File: src/verilog/anpnp_pkg.sv
/*
  package for the partner ability, expansion and next-page transmit registers.
  assumes a 5-bit management register address and 16-bit register data.
*/
package anpnp_pkg;
  // ----------------------------------------
  // register offsets
  // ----------------------------------------
  localparam logic [4:0] PARTNER_BASE_ABILITIES_OFF = 5'h05;
  localparam logic [4:0] NEGOTIATION_EXPANSION_STATUS_OFF = 5'h06;
  localparam logic [4:0] NEXT_PAGE_TRANSMIT_OFF = 5'h07;
  // ----------------------------------------
  // partner ability fields
  // ----------------------------------------
  localparam int PBA_FURTHER_PAGE_REQUEST = 15;
  localparam int PBA_ACK = 14;
  localparam int PBA_REMOTE_FAULT_FLAG = 13;
  localparam int PBA_RESERVED = 12;
  localparam logic [15:0] PBA_RESET = 16'h0000;
  // ----------------------------------------
  // expansion fields
  // ----------------------------------------
  localparam int EXP_PLACE_SPECIFIED = 6;
  localparam int EXP_STORAGE_PLACE = 5;
  localparam int EXP_PARALLEL_DETECT_FAULT = 4;
  localparam int EXP_PARTNER_EXTRA_PAGE = 3;
  localparam int EXP_LOCAL_EXTRA_PAGE = 2;
  localparam int EXP_PAGE_RECEIVED = 1;
  localparam int EXP_PARTNER_NEGOTIATION = 0;
  // ----------------------------------------
  // next-page transmit fields
  // ----------------------------------------
  localparam int NPT_FURTHER_PAGE_REQUEST = 15;
  localparam int NPT_ACK = 14;
  localparam int NPT_MESSAGE_PAGE_SELECT = 13;
  localparam int NPT_COMPLY_ACKNOWLEDGE = 12;
  localparam int NPT_PAGE_TOGGLE_BIT = 11;
  localparam logic [10:0] NPT_CODE_RESET = 11'h001;
  localparam logic NPT_MESSAGE_PAGE_RESET = 1'b1;
endpackage : anpnp_pkg

File: src/verilog/anpnp_regs.sv
/*
  partner ability, negotiation expansion and next-page transmit registers.
  assumes the arbitration logic on clk_sys drives the status inputs and
  pulses; register access is a plain strobe port with read data one cycle later.
*/
module anpnp_regs (
  // clock and reset
  input wire logic clk_sys,
  input wire logic rst,
  // register port
  input wire logic [4:0] reg_addr,
  input wire logic [15:0] reg_wdata,
  input wire logic reg_wr,
  input wire logic reg_rd,
  output logic [15:0] reg_rdata,
  // from arbitration
  input wire logic partner_page_load,
  input wire logic [15:0] partner_page_word,
  input wire logic partner_ack_seen,
  input wire logic parallel_detect_fault,
  input wire logic partner_extra_page_capable,
  input wire logic partner_negotiation_capable,
  input wire logic page_received_pulse,
  input wire logic tx_ack_seen,
  input wire logic prev_toggle_bit,
  // to arbitration
  output logic [15:0] next_page_word
);
  // ----------------------------------------
  // access decode
  // ----------------------------------------
  logic npt_wr;
  logic exp_rd;

  always_comb begin
    npt_wr = reg_wr && (reg_addr == anpnp_pkg::NEXT_PAGE_TRANSMIT_OFF);
    exp_rd = reg_rd && (reg_addr == anpnp_pkg::NEGOTIATION_EXPANSION_STATUS_OFF);
  end

  // ----------------------------------------
  // partner ability word
  // ----------------------------------------
  logic [15:0] pba_q, pba_d;

  // the load stays open after completion so next pages may rewrite it
  always_comb begin
    pba_d = pba_q;
    if (partner_page_load) begin
      pba_d = partner_page_word;
    end
  end

  always_ff @(posedge clk_sys) begin
    if (rst) begin
      pba_q <= anpnp_pkg::PBA_RESET;
    end else begin
      pba_q <= pba_d;
    end
  end

  // ----------------------------------------
  // partner acknowledge
  // ----------------------------------------
  logic pba_ack_q, pba_ack_d;

  always_comb begin
    pba_ack_d = partner_ack_seen;
  end

  always_ff @(posedge clk_sys) begin
    if (rst) begin
      pba_ack_q <= 1'b0;
    end else begin
      pba_ack_q <= pba_ack_d;
    end
  end

  // ----------------------------------------
  // parallel detection fault
  // ----------------------------------------
  logic pdf_q, pdf_d;

  always_comb begin
    pdf_d = parallel_detect_fault;
  end

  always_ff @(posedge clk_sys) begin
    if (rst) begin
      pdf_q <= 1'b0;
    end else begin
      pdf_q <= pdf_d;
    end
  end

  // ----------------------------------------
  // partner extra page capable
  // ----------------------------------------
  logic lp_np_q, lp_np_d;

  always_comb begin
    lp_np_d = partner_extra_page_capable;
  end

  always_ff @(posedge clk_sys) begin
    if (rst) begin
      lp_np_q <= 1'b0;
    end else begin
      lp_np_q <= lp_np_d;
    end
  end

  // ----------------------------------------
  // partner negotiation capable
  // ----------------------------------------
  logic lp_an_q, lp_an_d;

  always_comb begin
    lp_an_d = partner_negotiation_capable;
  end

  always_ff @(posedge clk_sys) begin
    if (rst) begin
      lp_an_q <= 1'b0;
    end else begin
      lp_an_q <= lp_an_d;
    end
  end

  // ----------------------------------------
  // transmit acknowledge
  // ----------------------------------------
  logic tx_ack_q, tx_ack_d;

  always_comb begin
    tx_ack_d = tx_ack_seen;
  end

  always_ff @(posedge clk_sys) begin
    if (rst) begin
      tx_ack_q <= 1'b0;
    end else begin
      tx_ack_q <= tx_ack_d;
    end
  end

  // ----------------------------------------
  // page toggle
  // ----------------------------------------
  logic page_toggle_bit_q, page_toggle_bit_d;

  always_comb begin
    page_toggle_bit_d = ~prev_toggle_bit;
  end

  always_ff @(posedge clk_sys) begin
    if (rst) begin
      page_toggle_bit_q <= 1'b0;
    end else begin
      page_toggle_bit_q <= page_toggle_bit_d;
    end
  end

  // ----------------------------------------
  // page received flag
  // ----------------------------------------
  logic page_rx_q, page_rx_d;

  always_comb begin
    page_rx_d = page_rx_q;
    if (exp_rd) begin
      page_rx_d = 1'b0;
    end
    // a page landing in the read cycle is kept: the set wins so none is lost
    if (page_received_pulse) begin
      page_rx_d = 1'b1;
    end
  end

  always_ff @(posedge clk_sys) begin
    if (rst) begin
      page_rx_q <= 1'b0;
    end else begin
      page_rx_q <= page_rx_d;
    end
  end

  // ----------------------------------------
  // further page request
  // ----------------------------------------
  logic further_q, further_d;

  // only writable fields take write data; read-only bits keep their flops
  always_comb begin
    further_d = further_q;
    if (npt_wr) begin
      further_d = reg_wdata[anpnp_pkg::NPT_FURTHER_PAGE_REQUEST];
    end
  end

  always_ff @(posedge clk_sys) begin
    if (rst) begin
      further_q <= 1'b0;
    end else begin
      further_q <= further_d;
    end
  end

  // ----------------------------------------
  // message page select
  // ----------------------------------------
  logic msg_q, msg_d;

  always_comb begin
    msg_d = msg_q;
    if (npt_wr) begin
      msg_d = reg_wdata[anpnp_pkg::NPT_MESSAGE_PAGE_SELECT];
    end
  end

  always_ff @(posedge clk_sys) begin
    if (rst) begin
      msg_q <= anpnp_pkg::NPT_MESSAGE_PAGE_RESET;
    end else begin
      msg_q <= msg_d;
    end
  end

  // ----------------------------------------
  // comply acknowledge
  // ----------------------------------------
  logic comply_q, comply_d;

  always_comb begin
    comply_d = comply_q;
    if (npt_wr) begin
      comply_d = reg_wdata[anpnp_pkg::NPT_COMPLY_ACKNOWLEDGE];
    end
  end

  always_ff @(posedge clk_sys) begin
    if (rst) begin
      comply_q <= 1'b0;
    end else begin
      comply_q <= comply_d;
    end
  end

  // ----------------------------------------
  // code field
  // ----------------------------------------
  logic [10:0] code_q, code_d;

  always_comb begin
    code_d = code_q;
    if (npt_wr) begin
      code_d = reg_wdata[10:0];
    end
  end

  always_ff @(posedge clk_sys) begin
    if (rst) begin
      code_q <= anpnp_pkg::NPT_CODE_RESET;
    end else begin
      code_q <= code_d;
    end
  end

  // ----------------------------------------
  // read views
  // ----------------------------------------
  logic [15:0] exp_word;
  logic [15:0] pba_word;
  logic [15:0] npt_word;

  always_comb begin
    pba_word = pba_q;
    pba_word[anpnp_pkg::PBA_ACK] = pba_ack_q;
    pba_word[anpnp_pkg::PBA_RESERVED] = 1'b0;
    exp_word = 16'h0000;
    exp_word[anpnp_pkg::EXP_PLACE_SPECIFIED] = 1'b1;
    exp_word[anpnp_pkg::EXP_STORAGE_PLACE] = 1'b1;
    exp_word[anpnp_pkg::EXP_PARALLEL_DETECT_FAULT] = pdf_q;
    exp_word[anpnp_pkg::EXP_PARTNER_EXTRA_PAGE] = lp_np_q;
    exp_word[anpnp_pkg::EXP_LOCAL_EXTRA_PAGE] = 1'b1;
    exp_word[anpnp_pkg::EXP_PAGE_RECEIVED] = page_rx_q;
    exp_word[anpnp_pkg::EXP_PARTNER_NEGOTIATION] = lp_an_q;
    npt_word = {further_q, tx_ack_q, msg_q, comply_q, page_toggle_bit_q, code_q};
  end

  // ----------------------------------------
  // read data
  // ----------------------------------------
  logic [15:0] rdata_q, rdata_d;

  always_comb begin
    rdata_d = 16'h0000;
    if (reg_rd) begin
      case (reg_addr)
        anpnp_pkg::PARTNER_BASE_ABILITIES_OFF: rdata_d = pba_word;
        anpnp_pkg::NEGOTIATION_EXPANSION_STATUS_OFF: rdata_d = exp_word;
        anpnp_pkg::NEXT_PAGE_TRANSMIT_OFF: rdata_d = npt_word;
        default: rdata_d = 16'h0000;
      endcase
    end
  end

  always_ff @(posedge clk_sys) begin
    if (rst) begin
      rdata_q <= 16'h0000;
    end else begin
      rdata_q <= rdata_d;
    end
  end

  // ----------------------------------------
  // next page word to arbitration
  // ----------------------------------------
  logic [15:0] npw_q, npw_d;

  // built from next values so arbitration sees a write one cycle after it
  always_comb begin
    npw_d = {further_d, tx_ack_d, msg_d, comply_d, page_toggle_bit_d, code_d};
  end

  always_ff @(posedge clk_sys) begin
    if (rst) begin
      npw_q <= {2'b00, anpnp_pkg::NPT_MESSAGE_PAGE_RESET, 2'b00, anpnp_pkg::NPT_CODE_RESET};
    end else begin
      npw_q <= npw_d;
    end
  end

  // ----------------------------------------
  // outputs
  // ----------------------------------------
  assign reg_rdata = rdata_q;
  assign next_page_word = npw_q;
endmodule // anpnp_regs

File: config.mk
export PLATFORM = sky130hd
export DESIGN_NAME = anpnp_regs
export DESIGN_NICKNAME = d
export VERILOG_FILES = /design/src/verilog/anpnp_pkg.sv /design/src/verilog/anpnp_regs.sv
export SDC_FILE = /design/constraint.sdc
export NUM_CORES = 1
export LEC_CHECK = 0
export ABC_AREA = 0
export BUFFER_PORTS_ARGS = -buffer_cell sky130_fd_sc_hd__buf_4
export CORE_MARGIN = 2
export CORE_UTILIZATION = 50
export CTS_CLUSTER_SIZE = 40
export DETAILED_ROUTE_END_ITERATION = 10
export HOLD_SLACK_MARGIN = 0.15
export PLACE_DENSITY = 0.83
export RECOVER_POWER = 25
export SETUP_SLACK_MARGIN = 0.02
export SKIP_LAST_GASP = 1
export SYNTH_ARGS = -nofsm -noshare
export SYNTH_HDL_FRONTEND = slang
export SYNTH_SLANG_ARGS = --single-unit
File: constraint.sdc
create_clock -name clk_sys -period 2.4 [get_ports clk_sys]
set_input_delay 0.48 -clock clk_sys [delete_from_list [all_inputs] [get_ports clk_sys]]
set_output_delay 0.48 -clock clk_sys [all_outputs]
set_load 0.005 [all_outputs]
==> flow_metrics.py <==
metrics = {
    "status": {
        "outcome": "complete, no violations",
    },
    "grt": {
        "antenna_found_initial": 0,
        "grt_pass1_vias": 1410,
        "globalRoute.totalOverflow": 0,
        "globalRouteTotalUtil": 0.1883,
        "grt_max_degree": 26,
        "grt_pass1_wl_um": 6120,
    },
    "die": {
        "rows": 22,
        "die_h_um": 66.16,
        "initial_core_util": 0.5237,
        "core_area_mm2": 0.003689,
        "ios": 81,
        "dieWidth_um": 66.16,
        "die_area_mm2": 0.004377,
    },
    "cts": {
        "cts_tree": "done",
        "clk_latency_ns": 0.30,
        "post_cts_buffers": 0,
        "cts-root-buf": "clkbuf_8",
        "cts_made_buffers": 5,
        "cts.repair.resized": 0,
        "ctsHtreeMaxLevel": 2,
        "clk_pin_slew_ns": 0.09,
        "ctsHoldBuffers": 0,
        "cts_buffer_depth": 2,
        "clock_sinks": 51,
    },
    "pwr": {
        "power_per_cell_area_mw_per_mm2": 582.3,
        "peakVddDrop_v": 0.0004598,
        "swShare": 0.2271,
        "switching_power_uw": 340.7,
        "internal-power_mw": 1.159,
        "combPwrFrac": 0.100,
        "clockPowerShare": 0.314,
        "seqPwrFrac": 0.586,
        "p_leak_nw": 1.153,
    },
    "setup_path": {
        "arrival_ns": 1.72,
        "end_kind": "register",
        "criticalPathCategory": "in -> reg",
        "required_ns": 2.57,
        "r2r-start": "code_q[4]",
        "cp_max_fo": 25,
        "startpoint_type": "primary input",
        "worstSetupStartpoint": "rst",
    },
    "yosys": {
        "synth.area.mux_share": 0.2098,
        "ys_async_sr_fraction": 0,
        "ys_seq_area_frac": 0.5285,
        "yosysMostFrequentCell": "dfxtp_1",
        "synth_enable_flop_cells": 0,
        "synth_xor_area_frac": 0,
        "synthCells": 192,
        "ys_types": 25,
        "ys.flop_type": "dfxtp_1",
        "yosys.area.top_type": "dfxtp_1",
        "synth_top_family_by_area": "multiplexers",
        "synth_fa_ha_area_frac": 0,
        "netlist_area_mm2": 0.001932,
        "synth_top_area_frac": 0.5285,
        "avgSynthCellArea_um2": 10.06,
        "syn-num-nets": 241,
        "synth_common_cells": "dfxtp_1 (51), mux2i_1 (36), nor2_1 (32)",
        "ys_warn_count": 0,
        "synth_seq_cells": 51,
        "yosys-top-cells-area": "dfxtp_1 (53%), mux2i_1 (19%), nor2_1 (6.2%)",
        "synth-compound-area-share": 0.04275,
        "synthSimpleGateAreaFrac": 0.1723,
    },
    "routing": {
        "drtAntennaViolNets": 0,
        "drc": 0,
        "dr.max_layer_used": "met4",
        "dr.pass1.iters": 4,
        "wl_met3_um": 188,
        "first_iter_violations": 60,
        "wl_met2_um": 1964,
        "routedWlPerCell_um": 12.46,
        "routed-via-count": 1524,
        "avgViaCountPerCell": 4.885,
        "wl_um": 3888,
        "m1WireLength_um": 1668,
    },
    "placement": {
        "place.gp.congestion": 0.8081,
        "dp_slack_ns": 0.5429,
        "placed_cell_area_mm2": 0.002495,
        "hpwl_um": 2860,
        "portBuffers": 76,
    },
    "timing": {
        "rsz0062_at_grt": "false",
        "final.setup.tns_ns": 0,
        "fin_crit_ns": 1.548,
        "fmax_mhz": 646.2,
        "final_hold_viol_count": 0,
        "fin_ws_ns": 0.8524,
        "finalMaxSlewViolations": 0,
        "setup_violations": 0,
        "finClkSkew_ns": 0.003797,
        "worst_pin_slew_ns": 1.058,
        "whs_ns": 0.3091,
        "slew_headroom": 0.2943,
        "period_share": 0.6448,
    },
    "min_path": {
        "hold_start": "prev_toggle_bit",
        "hp-class": "in -> reg",
    },
    "finish": {
        "nets": 312,
        "syn2layout_area_growth_pct": 33.35,
        "num_antenna_cells": 0,
        "layout-drive-gt1-share": 0.3447,
        "final_core_utilization": 0.6984,
        "fin_area_mm2": 0.002576,
    },
    "flow_run": {
        "max_cap_violations": 0,
    },
}
## kinds of logic (layout without fill, tap and decap cells)
family          after synthesis  in the layout
compound gates               13             13
flops                        51             51
simple gates                 72             72
buf+inv                      16             88
mux                          40             40
## layout by cell type, fill, tap and decap left out, types with 2 or more instances in the layout
master and instances:
mux2i_1 36, a21oi_1 3, dfxtp_1 51, nand2_1 27
buf_4 77, mux2_2 4, nor2b_1 6, nor2_1 32
clkbuf_1 2, a22oi_1 4, nand3_1 2, o21ai_0 3
clkbuf_8 5
## critical path, stage by stage
cell and delay (ns):
buf_4 0.24, clkinv_1 0.40, o211ai_1 0.48, nor2_1 0.11
## power by group through the flow
| stage | Sequential [mW] | Combinational [mW] | Clock [mW] |
|---|---|---|---|
| detailed placement | 0.899 | 0.152 | 0 |
| global placement | 0.898 | 0.149 | 0 |
| finish | 0.879 | 0.150 | 0.471 |
| CTS | 0.879 | 0.152 | 0.483 |
| floorplan | 0.896 | 0.0778 | 0 |
| global route | 0.882 | 0.166 | 0.517 |
## worst paths after layout
path	endpoint	slack, ns	depth (start not counted)
max	reg_rdata[12]	0.85	4
min	next_page_word[11]	0.31	2
max reg2reg	reg_rdata[4]	1.45	3
min reg2reg	reg_rdata[5]	0.46	2
## registers in the layout, indices dropped and copies added, names as in the netlist
name,count
reg_rdata,16
pba_q,14
code_q,10
next_page_word,5
further_q,1
lp_an_q,1
lp_np_q,1
page_rx_q,1
pba_ack_q,1
pdf_q,1
## cell type report
| type | count | area [um2] |
|---|---|---|
| clock buffer | 6 | 72.57 |
| sequential | 51 | 1021 |
| clock inverter | 2 | 12.51 |
| multi-input combinational | 125 | 820.8 |
| inverter | 2 | 7.507 |
| fill | 302 | 1112 |
| timing repair buffer | 78 | 581.8 |
| tap | 48 | 60.06 |
## per-stage QoR
stage          cells  total power, mW
2_1_floorplan    192           0.9741
3_3_place_gp     304            1.047
3_5_place_dp     304            1.050
4_1_cts          312            1.514
5_1_grt          312            1.564
6_report         312            1.500
## layer usage
layer,track usage,vias to the layer above
met5,0,-
met4,0.08418,0
met3,0.05111,6
met2,0.3338,41
met1,0.2082,704
li1,-,773
Power figures use the tool's default switching activity.
